`src/core/pgh_pkg.sv`:
```
// Purpose: Shared constants and types for the port G/H pin override block.
// Assumes: Pins 0..5 are port G bits 0..5, pins 6..13 are port H bits 0..7.
// Notes:   Front plane tables hold one entry per pin; unused entries are never read.
package pgh_pkg;

  // Pin layout.
  localparam int PGH_NPIN       = 14;
  localparam int PGH_NG         = 6;
  localparam int PGH_NH         = 8;
  localparam int PGH_H_BASE     = 6;
  localparam int PGH_RST_BIT    = 5;
  localparam int PGH_T0_BIT     = 4;
  localparam int PGH_T1_BIT     = 3;
  localparam int PGH_NFP        = 40;
  localparam int PGH_PCINT_BASE = 16;
  localparam int PGH_PCINT_TOP  = 23;
  localparam int PGH_SYNC_DEPTH = 2;

  // Pin class masks.
  localparam logic [13:0] PGH_SEG_PINS      = 14'h3fdf;
  localparam logic [13:0] PGH_H_PINS        = 14'h3fc0;
  localparam logic [13:0] PGH_DIRECTION_OVERRIDE_VALUE_ONE_PINS = 14'h0010;
  localparam logic [13:0] PGH_DIE_LCD_ONLY  = 14'h0004;

  // Fuse level that means programmed.
  localparam logic PGH_FUSE_PROGRAMMED = 1'b0;

  // Reset values.
  localparam logic [13:0] PGH_PIN_RST   = 14'h0000;
  localparam logic [39:0] PGH_FP_RST    = 40'h00_0000_0000;
  localparam logic        PGH_RSTREQ_RST = 1'b0;

  // Front plane index for each pin, 100-pin and 64-pin packages.
  localparam logic [5:0] PGH_FP_100 [PGH_NPIN] = '{6'h12, 6'h11, 6'h04, 6'h21, 6'h20, 6'h00,
                                                  6'h0a, 6'h09, 6'h08, 6'h07,
                                                  6'h27, 6'h26, 6'h25, 6'h24};
  localparam logic [5:0] PGH_FP_64  [PGH_NPIN] = '{6'h0e, 6'h0d, 6'h04, 6'h18, 6'h17, 6'h00,
                                                  6'h0a, 6'h09, 6'h08, 6'h07,
                                                  6'h27, 6'h26, 6'h25, 6'h24};

  // Control bits from the LCD and interrupt units.
  typedef struct packed {
    logic lcd_enable_bit;
    logic lcd_pin_mode_bit;
    logic pin_change_group0_enable;
    logic pullup_disable_all;
    logic pkg_100pin;
  } pgh_ctrl_t;

  // Override set for one pin.
  typedef struct packed {
    logic pullup_override_enable;
    logic pullup_override_value;
    logic direction_override_enable;
    logic direction_override_value;
    logic output_value_override_enable;
    logic output_value_override_value;
    logic input_buffer_override_enable;
    logic input_buffer_override_value;
  } pgh_ovr_t;

endpackage : pgh_pkg

```
`src/core/pgh_pin_override.sv`:
```
// Purpose: Pin override logic for port G and port H alternate functions.
// Assumes: Port registers, LCD enable and interrupt masks come from CLOCK_IN logic.
// Notes:   Pad inputs and the fuse strap are synchronised; every output is registered.
//
// Function
// Port G bit 5 is input only; driver never enabled, pull-up always on; the code holds its pull-up off while SYS_RST_IN is high.
// Fuse programmed low removes external reset; bit 5 becomes pulled-up general input.
// G4 with LCD enabled: pull-up off, direction 1, output value untouched, segment path.
// G3..G0 with LCD enabled: pull-up off, direction 0, segment path, output untouched.
// G4,G3,G1,G0 input buffer off on LCD enable and pin mode; G2 on enable.
// Synchronised G4 input feeds timer 0 external count input.
// Synchronised G3 input feeds timer 1 external count input.
// G segment pins map to package-dependent front planes 32/23,33/24,4/4,17/13,18/14.
// Port H bits 7..0 are pin-change sources 23..16 via their digital inputs.
// Port H with LCD enabled: pull-up off, direction 0, segment path, output untouched.
// Port H input override enable is mask AND group0 enable AND LCD enable AND mode.
// H7..H4 drive front planes 36..39, H3..H0 drive front planes 7..10; the code drives them only with pkg_100pin set.
// An asserted override enable replaces the register setting with its override value.
`timescale 1ns/10ps
`default_nettype none
module pgh_pin_override (
  // Clock and reset.
  input  wire logic                  CLOCK_IN,
  input  wire logic                  SYS_RST_IN,
  // Control bits.
  input  wire pgh_pkg::pgh_ctrl_t    CTRL_IN,
  input  wire logic [7:0]            PIN_CHANGE_MASK_IN,
  input  wire logic                  RESET_PIN_DISABLE_FUSE_IN,
  // Port registers.
  input  wire logic [13:0]           PORT_OUT_VAL_IN,
  input  wire logic [13:0]           PORT_DIR_IN,
  // Pads.
  input  wire logic [13:0]           PAD_IN,
  output logic      [13:0]           PAD_OUT,
  output logic      [13:0]           PAD_OE_OUT,
  output logic      [13:0]           PAD_PULLUP_OUT,
  output logic      [13:0]           PAD_INPUT_EN_OUT,
  // Alternate function outputs.
  output logic      [13:0]           SAMPLED_PIN_INPUT_OUT,
  output logic                       TIMER0_COUNT_INPUT_OUT,
  output logic                       TIMER1_COUNT_INPUT_OUT,
  output logic      [23:16]          PIN_CHANGE_SOURCE_OUT,
  output logic                       EXT_RESET_REQ_OUT,
  output logic      [13:0]           SEGMENT_ANALOG_DRIVE_OUT,
  output logic      [39:0]           SEGMENT_FRONT_PLANE_OUT
);
  import pgh_pkg::*;

  pgh_ovr_t          ovr [PGH_NPIN];
  logic [13:0]       pad_sync;
  logic              fuse_sync;
  logic [13:0]       pull_next;
  logic [13:0]       oe_next;
  logic [13:0]       out_next;
  logic [13:0]       ie_next;
  logic [13:0]       sampled_next;
  logic [13:0]       analog_next;
  logic [39:0]       fp_next;
  logic              rstreq_next;
  logic              lcd_en;
  logic              lcd_pm;

  assign lcd_en = CTRL_IN.lcd_enable_bit;
  assign lcd_pm = CTRL_IN.lcd_pin_mode_bit;

  // Pad levels and the fuse strap cross into the clock domain.
  pgh_sync #(
    .WIDTH (PGH_NPIN + 1)
  ) u_sync (
    .clk_in (CLOCK_IN),
    .rst_in (SYS_RST_IN),
    .d_in   ({RESET_PIN_DISABLE_FUSE_IN, PAD_IN}),
    .q_out  ({fuse_sync, pad_sync})
  );

  // Override enables and values per pin.
  for (genvar i = 0; i < PGH_NPIN; i++) begin : g_ovr
    if (i == PGH_RST_BIT) begin : g_rst
      assign ovr[i].pullup_override_enable       = 1'b1;
      assign ovr[i].pullup_override_value        = 1'b1;
      assign ovr[i].direction_override_enable    = 1'b1;
      assign ovr[i].direction_override_value     = 1'b0;
      assign ovr[i].output_value_override_enable = 1'b1;
      assign ovr[i].output_value_override_value  = 1'b0;
      assign ovr[i].input_buffer_override_enable = 1'b0;
      assign ovr[i].input_buffer_override_value  = 1'b1;
    end else if (i >= PGH_H_BASE) begin : g_h
      assign ovr[i].pullup_override_enable       = lcd_en;
      assign ovr[i].pullup_override_value        = 1'b0;
      assign ovr[i].direction_override_enable    = lcd_en;
      assign ovr[i].direction_override_value     = 1'b0;
      assign ovr[i].output_value_override_enable = 1'b0;
      assign ovr[i].output_value_override_value  = 1'b0;
      assign ovr[i].input_buffer_override_enable = PIN_CHANGE_MASK_IN[i-PGH_H_BASE]
                                                   & CTRL_IN.pin_change_group0_enable
                                                   & lcd_en & lcd_pm;
      assign ovr[i].input_buffer_override_value  = 1'b1;
    end else begin : g_g
      assign ovr[i].pullup_override_enable       = lcd_en;
      assign ovr[i].pullup_override_value        = 1'b0;
      assign ovr[i].direction_override_enable    = lcd_en;
      assign ovr[i].direction_override_value     = PGH_DIRECTION_OVERRIDE_VALUE_ONE_PINS[i];
      assign ovr[i].output_value_override_enable = 1'b0;
      assign ovr[i].output_value_override_value  = 1'b0;
      assign ovr[i].input_buffer_override_enable = PGH_DIE_LCD_ONLY[i] ? lcd_en
                                                                       : (lcd_en & lcd_pm);
      assign ovr[i].input_buffer_override_value  = 1'b0;
    end
  end

  // Final pad controls: override value where enabled, otherwise the register setting, or 1 for the input enable.
  always_comb begin
    for (int i = 0; i < PGH_NPIN; i++) begin
      pull_next[i] = ovr[i].pullup_override_enable ? ovr[i].pullup_override_value
                   : (PORT_OUT_VAL_IN[i] & ~PORT_DIR_IN[i] & ~CTRL_IN.pullup_disable_all);
      oe_next[i]   = ovr[i].direction_override_enable ? ovr[i].direction_override_value
                   : PORT_DIR_IN[i];
      out_next[i]  = ovr[i].output_value_override_enable ? ovr[i].output_value_override_value
                   : PORT_OUT_VAL_IN[i];
      ie_next[i]   = ovr[i].input_buffer_override_enable ? ovr[i].input_buffer_override_value
                   : 1'b1;
      sampled_next[i] = pad_sync[i] & ie_next[i];
      analog_next[i]  = PGH_SEG_PINS[i] & lcd_en;
    end
  end

  // Front plane lines driven by pins in segment use.
  always_comb begin
    fp_next = PGH_FP_RST;
    for (int i = 0; i < PGH_NPIN; i++) begin
      if (PGH_SEG_PINS[i] && lcd_en && (!PGH_H_PINS[i] || CTRL_IN.pkg_100pin)) begin
        if (CTRL_IN.pkg_100pin) begin
          fp_next[PGH_FP_100[i]] = 1'b1;
        end else begin
          fp_next[PGH_FP_64[i]] = 1'b1;
        end
      end
    end
  end

  // External reset stays live only while the fuse is unprogrammed.
  assign rstreq_next = (fuse_sync != PGH_FUSE_PROGRAMMED) & ~pad_sync[PGH_RST_BIT];

  // Pad control registers.
  always_ff @(posedge CLOCK_IN) begin
    if (SYS_RST_IN) begin
      PAD_OUT          <= PGH_PIN_RST;
      PAD_OE_OUT       <= PGH_PIN_RST;
      PAD_PULLUP_OUT   <= PGH_PIN_RST;
      PAD_INPUT_EN_OUT <= PGH_PIN_RST;
    end else begin
      PAD_OUT          <= out_next;
      PAD_OE_OUT       <= oe_next;
      PAD_PULLUP_OUT   <= pull_next;
      PAD_INPUT_EN_OUT <= ie_next;
    end
  end

  // Digital inputs and their alternate consumers.
  always_ff @(posedge CLOCK_IN) begin
    if (SYS_RST_IN) begin
      SAMPLED_PIN_INPUT_OUT  <= PGH_PIN_RST;
      TIMER0_COUNT_INPUT_OUT <= 1'b0;
      TIMER1_COUNT_INPUT_OUT <= 1'b0;
      PIN_CHANGE_SOURCE_OUT  <= '0;
    end else begin
      SAMPLED_PIN_INPUT_OUT  <= sampled_next;
      TIMER0_COUNT_INPUT_OUT <= sampled_next[PGH_T0_BIT];
      TIMER1_COUNT_INPUT_OUT <= sampled_next[PGH_T1_BIT];
      PIN_CHANGE_SOURCE_OUT  <= sampled_next[PGH_NPIN-1:PGH_H_BASE];
    end
  end

  // Segment and reset outputs.
  always_ff @(posedge CLOCK_IN) begin
    if (SYS_RST_IN) begin
      SEGMENT_ANALOG_DRIVE_OUT <= PGH_PIN_RST;
      SEGMENT_FRONT_PLANE_OUT  <= PGH_FP_RST;
      EXT_RESET_REQ_OUT        <= PGH_RSTREQ_RST;
    end else begin
      SEGMENT_ANALOG_DRIVE_OUT <= analog_next;
      SEGMENT_FRONT_PLANE_OUT  <= fp_next;
      EXT_RESET_REQ_OUT        <= rstreq_next;
    end
  end

  // Checks on the registered outputs.
  a_g5_input_only: assert property (@(posedge CLOCK_IN) disable iff (SYS_RST_IN)
    !$past(SYS_RST_IN) |-> (!PAD_OE_OUT[5] && PAD_PULLUP_OUT[5] && !PAD_OUT[5]))
    else $error("Port G bit 5 driven or pull-up off.");

  a_fuse_reset_gone: assert property (@(posedge CLOCK_IN) disable iff (SYS_RST_IN)
    (!RESET_PIN_DISABLE_FUSE_IN [*4]) |-> !EXT_RESET_REQ_OUT)
    else $error("Reset request raised with the fuse programmed.");

  a_g4_lcd_force: assert property (@(posedge CLOCK_IN) disable iff (SYS_RST_IN)
    (!$past(SYS_RST_IN) && $past(lcd_en)) |->
      (!PAD_PULLUP_OUT[4] && PAD_OE_OUT[4] && PAD_OUT[4] == $past(PORT_OUT_VAL_IN[4])
       && SEGMENT_ANALOG_DRIVE_OUT[4]))
    else $error("Port G bit 4 not forced under LCD enable.");

  a_g30_lcd_force: assert property (@(posedge CLOCK_IN) disable iff (SYS_RST_IN)
    (!$past(SYS_RST_IN) && $past(lcd_en)) |->
      (PAD_PULLUP_OUT[3:0] == 4'h0 && PAD_OE_OUT[3:0] == 4'h0
       && PAD_OUT[3:0] == $past(PORT_OUT_VAL_IN[3:0]) && SEGMENT_ANALOG_DRIVE_OUT[3:0] == 4'hf))
    else $error("Port G bits 3..0 not forced under LCD enable.");

  a_g_inbuf_off: assert property (@(posedge CLOCK_IN) disable iff (SYS_RST_IN)
    !$past(SYS_RST_IN) |->
      (PAD_INPUT_EN_OUT[2] == !$past(lcd_en)
       && PAD_INPUT_EN_OUT[4] == !$past(lcd_en && lcd_pm)
       && PAD_INPUT_EN_OUT[0] == !$past(lcd_en && lcd_pm)))
    else $error("Port G input buffer override wrong.");

  a_timer_inputs: assert property (@(posedge CLOCK_IN) disable iff (SYS_RST_IN)
    (!$past(SYS_RST_IN, 3) && !$past(lcd_en)) |->
      (TIMER0_COUNT_INPUT_OUT == $past(PAD_IN[4], 3) && TIMER1_COUNT_INPUT_OUT == $past(PAD_IN[3], 3)))
    else $error("Timer count input does not follow its pin.");

  a_g_fp_map: assert property (@(posedge CLOCK_IN) disable iff (SYS_RST_IN)
    (!$past(SYS_RST_IN) && $past(lcd_en)) |->
      ($past(CTRL_IN.pkg_100pin) ? (SEGMENT_FRONT_PLANE_OUT[32] && SEGMENT_FRONT_PLANE_OUT[33]
                                   && SEGMENT_FRONT_PLANE_OUT[17] && SEGMENT_FRONT_PLANE_OUT[18])
                                 : (SEGMENT_FRONT_PLANE_OUT[23] && SEGMENT_FRONT_PLANE_OUT[24]
                                   && SEGMENT_FRONT_PLANE_OUT[13] && SEGMENT_FRONT_PLANE_OUT[14]))
      && SEGMENT_FRONT_PLANE_OUT[4])
    else $error("Port G front plane map wrong.");

  a_pcint_route: assert property (@(posedge CLOCK_IN) disable iff (SYS_RST_IN)
    PIN_CHANGE_SOURCE_OUT == SAMPLED_PIN_INPUT_OUT[13:6])
    else $error("Pin change sources do not match port H inputs.");

  a_h_lcd_force: assert property (@(posedge CLOCK_IN) disable iff (SYS_RST_IN)
    (!$past(SYS_RST_IN) && $past(lcd_en)) |->
      (PAD_PULLUP_OUT[13:6] == 8'h00 && PAD_OE_OUT[13:6] == 8'h00
       && PAD_OUT[13:6] == $past(PORT_OUT_VAL_IN[13:6])))
    else $error("Port H not forced under LCD enable.");

  a_h_inbuf_and: assert property (@(posedge CLOCK_IN) disable iff (SYS_RST_IN)
    (!$past(SYS_RST_IN) && !$past(CTRL_IN.pin_change_group0_enable)) |-> PAD_INPUT_EN_OUT[13:6] == 8'hff)
    else $error("Port H input override without group enable.");

  a_h_fp_map: assert property (@(posedge CLOCK_IN) disable iff (SYS_RST_IN)
    (!$past(SYS_RST_IN) && $past(lcd_en && CTRL_IN.pkg_100pin)) |->
      (SEGMENT_FRONT_PLANE_OUT[39:36] == 4'hf && SEGMENT_FRONT_PLANE_OUT[10:7] == 4'hf))
    else $error("Port H front plane map wrong.");

  a_reg_select: assert property (@(posedge CLOCK_IN) disable iff (SYS_RST_IN)
    (!$past(SYS_RST_IN) && !$past(lcd_en)) |->
      (PAD_OE_OUT[13:6] == $past(PORT_DIR_IN[13:6]) && PAD_OE_OUT[4:0] == $past(PORT_DIR_IN[4:0])))
    else $error("Direction register not used without override.");

  a_pcint_pads: assert property (@(posedge CLOCK_IN) disable iff (SYS_RST_IN)
    (!$past(SYS_RST_IN) && !$past(SYS_RST_IN, 2) && !$past(SYS_RST_IN, 3)) |->
      PIN_CHANGE_SOURCE_OUT == $past(PAD_IN[13:6], 3))
    else $error("Pin change source does not follow its port H pad.");

  a_g5_sampled: assert property (@(posedge CLOCK_IN) disable iff (SYS_RST_IN)
    (!$past(SYS_RST_IN) && !$past(SYS_RST_IN, 2) && !$past(SYS_RST_IN, 3)) |->
      SAMPLED_PIN_INPUT_OUT[5] == $past(PAD_IN[5], 3))
    else $error("Port G bit 5 input does not follow its pad.");

  a_reset_req_pin: assert property (@(posedge CLOCK_IN) disable iff (SYS_RST_IN)
    (!$past(SYS_RST_IN) && !$past(SYS_RST_IN, 2) && !$past(SYS_RST_IN, 3)) |->
      EXT_RESET_REQ_OUT == ($past(RESET_PIN_DISABLE_FUSE_IN, 3) && !$past(PAD_IN[5], 3)))
    else $error("Reset request does not follow fuse and pin.");

  a_fuse_reset_live: assert property (@(posedge CLOCK_IN) disable iff (SYS_RST_IN)
    (RESET_PIN_DISABLE_FUSE_IN && !PAD_IN[5]) [*4] |-> EXT_RESET_REQ_OUT)
    else $error("Reset request missing with the fuse unprogrammed and pin low.");

  a_g5_buffer_on: assert property (@(posedge CLOCK_IN) disable iff (SYS_RST_IN)
    !$past(SYS_RST_IN) |-> (PAD_INPUT_EN_OUT[5] && !SEGMENT_ANALOG_DRIVE_OUT[5]))
    else $error("Port G bit 5 input buffer off or segment path on.");

  a_g_inbuf_mid: assert property (@(posedge CLOCK_IN) disable iff (SYS_RST_IN)
    !$past(SYS_RST_IN) |->
      (PAD_INPUT_EN_OUT[1] == !$past(lcd_en && lcd_pm) && PAD_INPUT_EN_OUT[3] == !$past(lcd_en && lcd_pm)))
    else $error("Port G bits 1 or 3 input buffer override wrong.");

  a_timer_gated: assert property (@(posedge CLOCK_IN) disable iff (SYS_RST_IN)
    (!$past(SYS_RST_IN) && $past(lcd_en && lcd_pm)) |-> (!TIMER0_COUNT_INPUT_OUT && !TIMER1_COUNT_INPUT_OUT))
    else $error("Timer count input live with its input buffer off.");

  a_seg_on_map: assert property (@(posedge CLOCK_IN) disable iff (SYS_RST_IN)
    (!$past(SYS_RST_IN) && $past(lcd_en)) |->
      SEGMENT_ANALOG_DRIVE_OUT == 14'h3fdf)
    else $error("Segment analog path not connected under LCD enable.");

  a_seg_idle: assert property (@(posedge CLOCK_IN) disable iff (SYS_RST_IN)
    (!$past(SYS_RST_IN) && !$past(lcd_en)) |->
      (SEGMENT_ANALOG_DRIVE_OUT == 14'h0000 && SEGMENT_FRONT_PLANE_OUT == 40'h00_0000_0000))
    else $error("Segment path active without LCD enable.");

  a_h_fp_small: assert property (@(posedge CLOCK_IN) disable iff (SYS_RST_IN)
    (!$past(SYS_RST_IN) && !$past(CTRL_IN.pkg_100pin)) |->
      (SEGMENT_FRONT_PLANE_OUT[39:36] == 4'h0 && SEGMENT_FRONT_PLANE_OUT[10:7] == 4'h0))
    else $error("Port H front plane driven on the small package.");

  a_out_untouched: assert property (@(posedge CLOCK_IN) disable iff (SYS_RST_IN)
    !$past(SYS_RST_IN) |->
      (PAD_OUT[4:0] == $past(PORT_OUT_VAL_IN[4:0]) && PAD_OUT[13:6] == $past(PORT_OUT_VAL_IN[13:6])))
    else $error("Port output value overridden.");

  a_pullup_disabled: assert property (@(posedge CLOCK_IN) disable iff (SYS_RST_IN)
    (!$past(SYS_RST_IN) && $past(CTRL_IN.pullup_disable_all)) |->
      (PAD_PULLUP_OUT[4:0] == 5'h00 && PAD_PULLUP_OUT[13:6] == 8'h00 && PAD_PULLUP_OUT[5]))
    else $error("Pull-up left on under global pull-up disable.");

endmodule : pgh_pin_override
`default_nettype wire

```
`src/core/pgh_sync.sv`:
```
// Purpose: Two flip-flop synchroniser for asynchronous pin levels.
// Assumes: Inputs are levels; pulses shorter than a clock may be missed.
// Notes:   The first stage feeds only the second stage.
`timescale 1ns/10ps
`default_nettype none
module pgh_sync #(
  parameter int WIDTH = 1
) (
  // Clock and reset.
  input  wire logic             clk_in,
  input  wire logic             rst_in,
  // Data.
  input  wire logic [WIDTH-1:0] d_in,
  output logic      [WIDTH-1:0] q_out
);

  logic [WIDTH-1:0] meta_reg;

  always_ff @(posedge clk_in) begin
    if (rst_in) begin
      meta_reg <= '0;
      q_out    <= '0;
    end else begin
      meta_reg <= d_in;
      q_out    <= meta_reg;
    end
  end

endmodule : pgh_sync
`default_nettype wire
```
`config.mk`:
```
export PLATFORM = sky130hd
export DESIGN_NAME = pgh_pin_override
export DESIGN_NICKNAME = d
export VERILOG_FILES = /design/src/core/pgh_pkg.sv /design/src/core/pgh_pin_override.sv /design/src/core/pgh_sync.sv
export SDC_FILE = /design/constraint.sdc
export NUM_CORES = 1
export LEC_CHECK = 0
export BUFFER_PORTS_ARGS = -buffer_cell sky130_fd_sc_hd__clkbuf_2
export CORE_MARGIN = 2
export CORE_UTILIZATION = 42
export DETAILED_ROUTE_END_ITERATION = 6
export PLACE_DENSITY = 0.88
export SYNTH_ARGS = -nofsm -noshare
export SYNTH_HDL_FRONTEND = slang
export SYNTH_SLANG_ARGS = --single-unit
```
`constraint.sdc`:
```
create_clock -name CLOCK_IN -period 1.3 [get_ports CLOCK_IN]
set_clock_uncertainty 0.1 [all_clocks]
set_input_delay 0.13 -clock CLOCK_IN [delete_from_list [all_inputs] [get_ports CLOCK_IN]]
set_output_delay 0.13 -clock CLOCK_IN [all_outputs]
set_load 0.01 [all_outputs]
```
==> impl_metrics.py, run 1 <==
metrics = {
    "status": {
        "status": "completed",
    },
    "sta": {
        "timing.fmax_ghz": 0.843,
        "fin_crit_sh_pct": 91.2,
        "maxSlewViolCount": 0,
        "finalHoldViolations": 0,
        "tns_ns": 0,
        "rsz0062_at_grt": "no",
        "setup_viol": 0,
        "finalCriticalPeriod_ns": 1.19,
    },
    "logic_synthesis": {
        "ys_ff_latch": 90,
        "yosysWarnings": 0,
        "synthTopCellsByArea": "dfxtp_1 59%, buf_4 18%, nor2b_1 7.0%",
        "synth_area_leader_cell": "dfxtp_1",
        "synth_top_area_share_pct": 58.9,
        "syn-instance-count": 267,
        "syn_avg_cell_area_um2": 11.5,
        "synth_seq_area_share_pct": 58.9,
        "synthDistinctLibCells": 17,
        "synth.cell_area_um2": 3060,
    },
    "clocking": {
        "clock_sinks": 90,
        "clk_pin_slew_ns": 0.09,
        "postCtsSetupRepairBufs": 0,
        "cts_root_buf": "clkbuf_8",
        "cts_tree": "done",
        "numCtsBuffers": 9,
        "clk_latency_ns": 0.35,
        "cts.path.max_buffers": 2,
        "htree_num_levels": 3,
    },
    "cells_and_area": {
        "fin_nets": 481,
        "drive_above_1_share_pct": 42.8,
        "antenna_cells": 0,
        "finalInstanceArea_um2": 4120,
        "num-fill-cells": 605,
        "final_common_cell": "clkbuf_2",
        "area_growth_pct": 34.6,
        "final_cell_mix": "155 x clkbuf_2, 87 x dfxtp_1, 46 x dlygate4sd3_1",
    },
    "setup_path": {
        "critPathLaunchType": "flop",
        "reg2reg_slack_ns": 0.62,
        "cp.arrival_ns": 0.96,
        "max_stage_delay_ns": 0.44,
        "crit_path_max_fanout": 14,
        "worst_setup_path_end_kind": "output pin",
        "slowest_stage": "dfxtp_2",
        "crit_family": "flip-flops",
        "cp.required_ns": 1.07,
        "worstPathBufferInverterCount": 1,
        "path_class": "flop to output pin",
        "worstPathCellList": "clkbuf_2",
    },
    "grt": {
        "grt_max_degree": 59,
        "gr-total-overflow": 0,
        "grt_pass1_vias": 1941,
        "antenna_found_initial": 0,
        "grt_pass1_wl_mm": 8.94,
        "grtUsageTotal_pct": 15.2,
    },
    "die": {
        "core_um2": 7140,
        "pin_count": 193,
        "initial_core_util_pct": 42.8,
        "die_h_um": 89.3,
        "num_rows": 31,
        "die_area_um2": 7980,
        "fp.dieW_um": 89.3,
    },
    "place": {
        "gp_congestion": 0.684,
        "dpl-instance-area_um2": 3480,
        "portBuffers": 155,
    },
    "drt": {
        "drt-pass1-iter-count": 4,
        "drt_iter0_markers": 65,
        "viasPerCell": 3.99,
        "wl_per_cell_um": 11.7,
        "drc": 0,
        "routed_wl_mm": 6.19,
        "ant_nets": 0,
        "vias": 2101,
    },
    "power_and_ir_drop": {
        "ir_drop_uv": 744,
        "p_per_area_nw_per_um2": 1250,
        "leakagePower_nw": 2.08,
    },
    "flow_run": {
        "cap_violations": 0,
    },
    "min_path": {
        "hold_class": "primary input to flop",
    },
}
==> per-layer routing <==
metal	GRT usage, %	share of wire [%]	up-vias	wire, um
li1	-	-	1030	-
met1	16.3	39	937	2410
met2	25.6	50	121	3110
met3	6.37	8.6	13	530
met4	7.87	2.3	0	143
met5	0	0	-	0
==> cell usage after synthesis <==
cell type / number
nor3b_1: 6
clkbuf_2: 2
nor2_1: 3
buf_4: 75
and2_1: 18
inv_1: 1
nor3b_2: 7
or3_1: 1
and3b_1: 1
dfxtp_1: 90
and2b_1: 20
conb_1: 1
a21oi_1: 1
or2_1: 1
nor2b_1: 34
buf_6: 1
clkbuf_1: 5
==> timing repair <==
item,in CTS,in global routing
pin swaps,0,0
setup endpoints to repair,26,10
hold buffers,46,0
resized for setup,2,1
endpoints found under the hold margin,58,0
==> metrics by stage <==
| stage | util (%) | worst slack, ns | hold slack (ns) | cells | power (mW) |
|---|---|---|---|---|---|
| 5_1_grt | 57.7 | 0.00711 | 0.0532 | 527 | 5.42 |
| 3_5_place_dp | 48.7 | 0.0399 | 0.208 | 465 | 3.42 |
| 4_1_cts | 57.6 | 0.0232 | 0.0287 | 527 | 5.22 |
| 2_1_floorplan | - | 0.332 | 0.101 | 292 | 3.33 |
| 6_report | 57.7 | 0.114 | 0.0549 | 527 | 5.15 |
| 3_3_place_gp | 48.7 | 0.0732 | 0.206 | 465 | 3.41 |
==> kinds of logic after synthesis <==
logic type             after synthesis  share of synthesized area [%]
DFF                                 90                           58.9
other                                1                          0.123
and+or+nand+nor                     91                           20.9
AOI/OAI and AO/OA                    1                          0.164
buffers and inverters               84                           19.8
==> where the power goes <==
group / total [mW] / internal [mW] / switching, mW
combinational: 0.564 / 0.295 / 0.269
clock: 1.68 / 0.704 / 0.976
sequential: 2.91 / 2.86 / 0.0421
==> cell type report <==
class	count	area (um2)	share of cell area [%]
Clock inverter	7	51.3	1.25
Sequential cell	90	1810	43.9
Timing Repair Buffer	203	1260	30.7
Inverter	1	3.75	0.0912
Clock buffer	9	124	3.01
Multi-Input combinational cell	118	743	18.1
Tap cell	99	124	3.01
==> final timing paths <==
kind / startpoint / to / cells after the start
max: SEGMENT_FRONT_PLANE_OUT[4] / SEGMENT_ANALOG_DRIVE_OUT[10] / 1
min: CTRL_IN[4] / PAD_INPUT_EN_OUT[1] / 2
max reg2reg: u_sync.q_out[5] / EXT_RESET_REQ_OUT / 1
min reg2reg: u_sync.q_out[5] / EXT_RESET_REQ_OUT / 1
No activity file was read; power rests on OpenSTA's default activity.
==> run 2, diff against run 1 <==
--- a/config.mk
+++ b/config.mk
@@ -5,11 +5,13 @@
 export SDC_FILE = /design/constraint.sdc
 export NUM_CORES = 1
 export LEC_CHECK = 0
+export ABC_AREA = 1
 export BUFFER_PORTS_ARGS = -buffer_cell sky130_fd_sc_hd__clkbuf_2
 export CORE_MARGIN = 2
-export CORE_UTILIZATION = 42
+export CORE_UTILIZATION = 43
 export DETAILED_ROUTE_END_ITERATION = 6
-export PLACE_DENSITY = 0.88
+export GPL_TIMING_DRIVEN = 1
+export PLACE_DENSITY = 0.89
 export SYNTH_ARGS = -nofsm -noshare
 export SYNTH_HDL_FRONTEND = slang
 export SYNTH_SLANG_ARGS = --single-unit
==> run 2 against run 1 <==
Sequential power barely moved. Cell count is 19% higher. Sequential share of layout area decreased by 0.88 points. Critical path depth stayed put. Maximum frequency fell by 3.5%. Worst setup slack got worse by 0.043 ns. First-iteration DRC count decreased by 12%. Worst hold slack worse by 0.027 ns. Clock power is 15% higher. Total power rose by 5.7%. Die area up 1.4%. Final area rose by 2.0%. Critical path type unchanged. Critical endpoint is now SEGMENT_FRONT_PLANE_OUT[4]. Largest power group unchanged.
==> impl_metrics.py, run 2 <==
metrics = {
    "clocking": {
        "numCtsBuffers": 9,
        "clock_sinks": 90,
        "cts_tree": "done",
        "cts_root_buf": "clkbuf_8",
        "cts.path.max_buffers": 2,
        "htree_num_levels": 3,
        "clk_pin_slew_ns": 0.09,
        "clk_latency_ns": 0.34,
    },
    "logic_synthesis": {
        "synth_seq_area_share_pct": 56.7,
        "yosysMostFrequentCell": "dfxtp_1",
        "synth_common_cells": "90 x dfxtp_1, 85 x nor2_1, 75 x buf_4, 73 x inv_1, 31 x nand2_1",
        "ys_ff_latch": 90,
        "synth_edf_count": 0,
        "synth_area_leader_cell": "dfxtp_1",
        "synth.cell_area_um2": 3180,
        "syn-instance-count": 369,
        "yosysWarnings": 0,
        "synthArstFlopShare_pct": 0,
        "synth_top_area_share_pct": 56.7,
        "synthDistinctLibCells": 12,
        "synthTopCellsByArea": "dfxtp_1 57%, buf_4 18%, nor2_1 10%",
        "ys.flop_type": "dfxtp_1",
        "syn_avg_cell_area_um2": 8.61,
    },
    "setup_path": {
        "crit_family": "flip-flops",
        "max_stage_delay_ns": 0.48,
        "crit_path_max_fanout": 14,
        "slowest_stage": "dfxtp_2",
        "worstPathCellList": "clkbuf_2",
        "critPathLaunchType": "flop",
        "worstPathBufferInverterCount": 1,
        "path_class": "flop to output pin",
        "cp.arrival_ns": 1.00,
        "worst_setup_path_end_kind": "output pin",
        "cp.required_ns": 1.07,
    },
    "sta": {
        "finalHoldViolations": 0,
        "holdWs_ns": 0.0284,
        "finalCriticalPeriod_ns": 1.23,
        "maxSlewViolCount": 0,
        "fin_crit_sh_pct": 94.5,
        "timing.fmax_ghz": 0.814,
        "tns_ns": 0,
        "fin_ws_ns": 0.0715,
        "setup_viol": 0,
        "rsz0062_at_grt": "no",
    },
    "cells_and_area": {
        "drive_above_1_share_pct": 34.0,
        "fin_nets": 579,
        "num-fill-cells": 627,
        "fin_cells": 625,
        "final_cell_mix": "155 x clkbuf_2, 87 x dfxtp_1, 85 x nor2_1",
        "utilization_pct": 58.2,
        "finalInstanceArea_um2": 4200,
        "area_growth_pct": 32.1,
        "final_common_cell": "clkbuf_2",
        "antenna_cells": 0,
    },
    "die": {
        "initial_core_util_pct": 44.1,
        "pin_count": 193,
        "die_h_um": 90.0,
        "num_rows": 31,
        "core_um2": 7210,
        "die_area_um2": 8090,
        "fp.dieW_um": 90.0,
    },
    "place": {
        "dpl.cell_count": 566,
        "dpl-instance-area_um2": 3560,
        "post-dp-hpwl_mm": 4.39,
        "dp_slack_ns": 0.245,
        "portBuffers": 155,
        "gp_congestion": 0.823,
    },
    "drt": {
        "drc": 0,
        "viasPerCell": 3.99,
        "routed_wl_mm": 6.89,
        "drt_iter0_markers": 57,
        "vias": 2492,
        "ant_nets": 0,
        "drt-pass1-iter-count": 4,
        "wl_per_cell_um": 11.0,
    },
    "grt": {
        "grt_pass1_vias": 2385,
        "grt_max_degree": 27,
        "grtUsageTotal_pct": 17.0,
        "grt_pass1_wl_mm": 10.8,
        "antenna_found_initial": 0,
        "gr-total-overflow": 0,
    },
    "status": {
        "status": "completed",
    },
    "power_and_ir_drop": {
        "ir_drop_uv": 575,
        "leakagePower_nw": 2.32,
        "p_total_mw": 5.44,
        "p_per_area_nw_per_um2": 1300,
    },
    "flow_run": {
        "cap_violations": 0,
    },
    "min_path": {
        "hold_class": "primary input to flop",
    },
}
## run 2: changes by cell type after synthesis, sizes merged, moves of 9 or more
| cell | delta |
|---|---|
| inv | +73 |
| and2 | -18 |
| buf | +9 |
| and2b | -20 |
| nand2 | +31 |
| nor3b | -13 |
| nor2 | +83 |
| nor2b | -34 |
## run 2: what timing repair did
action,CTS,global route
buffers inserted,0,0
setup endpoints to repair,26,10
hold buffers,43,0
endpoints found under the hold margin,56,0
gates resized for setup,2,1
## run 2: cells by family (layout without fill, tap and decap cells)
logic type / Yosys count / in the layout / synth area share, %
other: 1 / 26 / 0.118
buffers and inverters: 159 / 291 / 28.8
and+or+nand+nor: 118 / 118 / 14.2
AOI/OAI and AO/OA: 1 / 1 / 0.157
DFF: 90 / 90 / 56.7
## run 2: layout make-up
cell class | count | area, um2 | share of cell area [%]
clock buffers | 9 | 124 | 2.95
repair buffers | 201 | 1230 | 29.3
clock inverters | 7 | 85.1 | 2.03
well taps | 99 | 124 | 2.95
flip-flops and latches | 90 | 1810 | 43.0
multi-input cells | 145 | 554 | 13.2
inverters | 74 | 278 | 6.62
## run 2: path summary, 6_finish.rpt
| kind | start | to | slack (ns) | depth (start not counted) |
|---|---|---|---|---|
| worst max-delay path | SEGMENT_FRONT_PLANE_OUT[4] | SEGMENT_FRONT_PLANE_OUT[4] | 0.07 | 1 |
| worst min-delay path | CTRL_IN[3] | SAMPLED_PIN_INPUT_OUT[3] | 0.03 | 4 |
| worst max register to register | u_sync.q_out[5] | EXT_RESET_REQ_OUT | 0.61 | 3 |
| worst min register to register | u_sync.meta_reg[12] | u_sync.q_out[12] | 0.30 | 2 |
## run 2: metal layers
metal	wire length (um)	GRT usage, %
met3	466	4.95
met5	0	0
met1	2310	15.3
met2	3880	33.8
met4	228	9.23
## run 2: where the power goes
group	switching (mW)	internal, mW
combinational	0.321	0.269
clock	1.02	0.925
sequential	0.0470	2.87
total	1.38	4.06
==> run 3, diff against run 2 <==
--- a/config.mk
+++ b/config.mk
@@ -8,10 +8,10 @@
 export ABC_AREA = 1
 export BUFFER_PORTS_ARGS = -buffer_cell sky130_fd_sc_hd__clkbuf_2
 export CORE_MARGIN = 2
-export CORE_UTILIZATION = 43
+export CORE_UTILIZATION = 38
 export DETAILED_ROUTE_END_ITERATION = 6
 export GPL_TIMING_DRIVEN = 1
-export PLACE_DENSITY = 0.89
+export PLACE_DENSITY = 0.84
 export SYNTH_ARGS = -nofsm -noshare
 export SYNTH_HDL_FRONTEND = slang
 export SYNTH_SLANG_ARGS = --single-unit
==> constraint.sdc (replaced) <==
create_clock -name CLOCK_IN -period 1.1 [get_ports CLOCK_IN]
set_clock_uncertainty 0.1 [all_clocks]
set_input_delay 0.11 -clock CLOCK_IN [delete_from_list [all_inputs] [get_ports CLOCK_IN]]
set_output_delay 0.11 -clock CLOCK_IN [all_outputs]
set_load 0.01 [all_outputs]
==> run 3 against run 2 <==
The run now ends with hold timing, setup timing left. Utilization decreased by 5.5 points. Combinational power is 26% higher. Worst setup slack worse by 0.15 ns. Worst hold slack worse by 0.035 ns. Largest power group unchanged. Wire length is 5.3% higher. Clock power up 16%. Via count increased by 2.7%. Die area up 13%.
==> impl_metrics.py, run 3 (synthesis results as in run 2) <==
metrics = {
    "place": {
        "post-dp-hpwl_mm": 4.74,
        "dpl.cell_count": 574,
        "portBuffers": 155,
        "gp_congestion": 0.759,
    },
    "drt": {
        "drc": 0,
        "m1WireLength_mm": 2.46,
        "viasPerCell": 4.03,
        "wl_met3_um": 660,
        "ant_nets": 0,
        "wl_per_cell_um": 11.4,
        "dr_wl_met2_mm": 3.90,
        "routed_wl_mm": 7.25,
        "drt-pass1-iter-count": 4,
        "highest_layer": "met4",
        "drt_iter0_markers": 74,
        "vias": 2560,
    },
    "cells_and_area": {
        "multi_input_area_um2": 554,
        "fin_cells": 635,
        "num-fill-cells": 731,
        "utilization_pct": 52.7,
        "final_cell_mix": "113 x clkbuf_2, 85 x nor2_1, 82 x dfxtp_1",
        "antenna_cells": 0,
        "drive_above_1_share_pct": 35.5,
        "final_common_cell": "clkbuf_2",
        "area_growth_pct": 35.5,
        "fin_nets": 583,
        "register_area_um2": 1820,
    },
    "clocking": {
        "cts_tree": "done",
        "cts_root_buf": "clkbuf_8",
        "clk_latency_ns": 0.34,
        "clock_sinks": 90,
        "ctsHoldBuffers": 43,
        "clk_pin_slew_ns": 0.09,
        "htree_num_levels": 3,
        "cts.path.max_buffers": 2,
        "numCtsBuffers": 9,
    },
    "setup_path": {
        "worstPathCellList": "buf_6 > buf_2",
        "max_stage_delay_ns": 0.36,
        "rr_startpoint": "u_sync.q_out[5]",
        "rr_worst_depth": 3,
        "rr_endpoint": "EXT_RESET_REQ_OUT",
        "reg2reg_slack_ns": 0.44,
        "slowest_stage": "dfxtp_4",
        "cp.arrival_ns": 0.97,
        "crit_path_max_fanout": 7,
        "worst_setup_path_end_kind": "output pin",
        "cp.required_ns": 0.89,
        "path_class": "flop to output pin",
        "critPathLaunchType": "flop",
    },
    "die": {
        "fp.dieW_um": 95.5,
        "die_h_um": 95.5,
        "pin_count": 193,
        "die_area_um2": 9110,
        "initial_core_util_pct": 38.9,
        "num_rows": 33,
        "core_um2": 8180,
    },
    "sta": {
        "finalCriticalPeriod_ns": 1.18,
        "rsz0062_at_grt": "yes",
        "holdWs_ns": -0.00654,
        "tns_ns": -0.951,
        "timing.fmax_ghz": 0.849,
        "fin_ws_ns": -0.0772,
        "maxSlewViolCount": 0,
        "finalHoldViolations": 4,
        "fin_crit_sh_pct": 107,
        "setup_viol": 14,
    },
    "grt": {
        "grtUsageTotal_pct": 15.0,
        "grt_max_degree": 28,
        "antenna_found_initial": 0,
        "gr-total-overflow": 0,
        "grt_pass1_vias": 2262,
        "grt_pass1_wl_mm": 10.1,
    },
    "power_and_ir_drop": {
        "p_total_mw": 6.44,
        "leakagePower_nw": 2.38,
        "ir_drop_uv": 555,
        "p_per_area_nw_per_um2": 1490,
    },
    "min_path": {
        "hp-start": "CTRL_IN[4]",
        "hold_class": "primary input to flop",
        "min_to": "PAD_PULLUP_OUT[4]",
        "whs_path_depth": 4,
    },
    "status": {
        "status": "finished, violations left",
        "violations": "hold timing, setup timing",
    },
    "flow_run": {
        "cap_violations": 0,
    },
}
[run 3: changes by cell type in the layout (fill, tap and decap cells not counted), sizes merged]
cell,delta
buf,+46
clkbuf,-42
clkinv,+3
clkinvlp,-2
inv,-1
[run 3: how the worst max path moves through the flow]
stage / startpoint / slack [ns] / cells past startpoint / end
after floorplan: SEGMENT_FRONT_PLANE_OUT[4] / 0.15 / 1 / SEGMENT_ANALOG_DRIVE_OUT[10]
after global placement: CTRL_IN[4] / 0.07 / 5 / PAD_PULLUP_OUT[0]
after detailed placement: SYS_RST_IN / 0.04 / 5 / PAD_PULLUP_OUT[0]
after CTS: SEGMENT_FRONT_PLANE_OUT[4] / -0.07 / 1 / SEGMENT_ANALOG_DRIVE_OUT[7]
after global routing: SEGMENT_FRONT_PLANE_OUT[4] / -0.13 / 2 / SEGMENT_ANALOG_DRIVE_OUT[13]
final: SEGMENT_FRONT_PLANE_OUT[4] / -0.08 / 2 / SEGMENT_ANALOG_DRIVE_OUT[13]
[run 3: routing by layer]
metal / up-vias / global-route usage, %
met5: - / 0
met1: 1128 / 14.3
li1: 1248 / -
met2: 158 / 28.2
met3: 26 / 5.38
met4: 0 / 7.86
[run 3: stage by stage]
stage | area [um2] | worst slack, ns
detailed placement | 3580 | 0.0358
floorplan | 3270 | 0.152
global route | 4310 | -0.133
global placement | 3580 | 0.0734
finish | 4310 | -0.0772
CTS | 4220 | -0.0736
[run 3: report_power, final]
| group | switching (mW) | internal, mW |
|---|---|---|
| Sequential | 0.0492 | 3.38 |
| Clock | 1.19 | 1.07 |
| Combinational | 0.396 | 0.348 |
[run 3: layout make-up]
cell class              count  share of cell area [%]
clock buffers               9                    2.88
clock inverters             7                    1.80
inverters                  74                    6.45
multi-input cells         145                    12.9
flip-flops and latches     90                    42.3
well taps                 105                    3.05
repair buffers            205                    30.6
[run 3: repair_timing]
item | CTS | global route
buffers inserted | 0 | 2
setup endpoints to repair | 40 | 50
resized for setup | 7 | 61
hold endpoints to repair | 59 | 3
pin swaps | 0 | 0
[run 3: worst max-delay path, delay by kind of cell (launching register included)]
kind / cells / cell delay (ns)
buffers and inverters: 2 / 0.26
flip-flops: 1 / 0.36
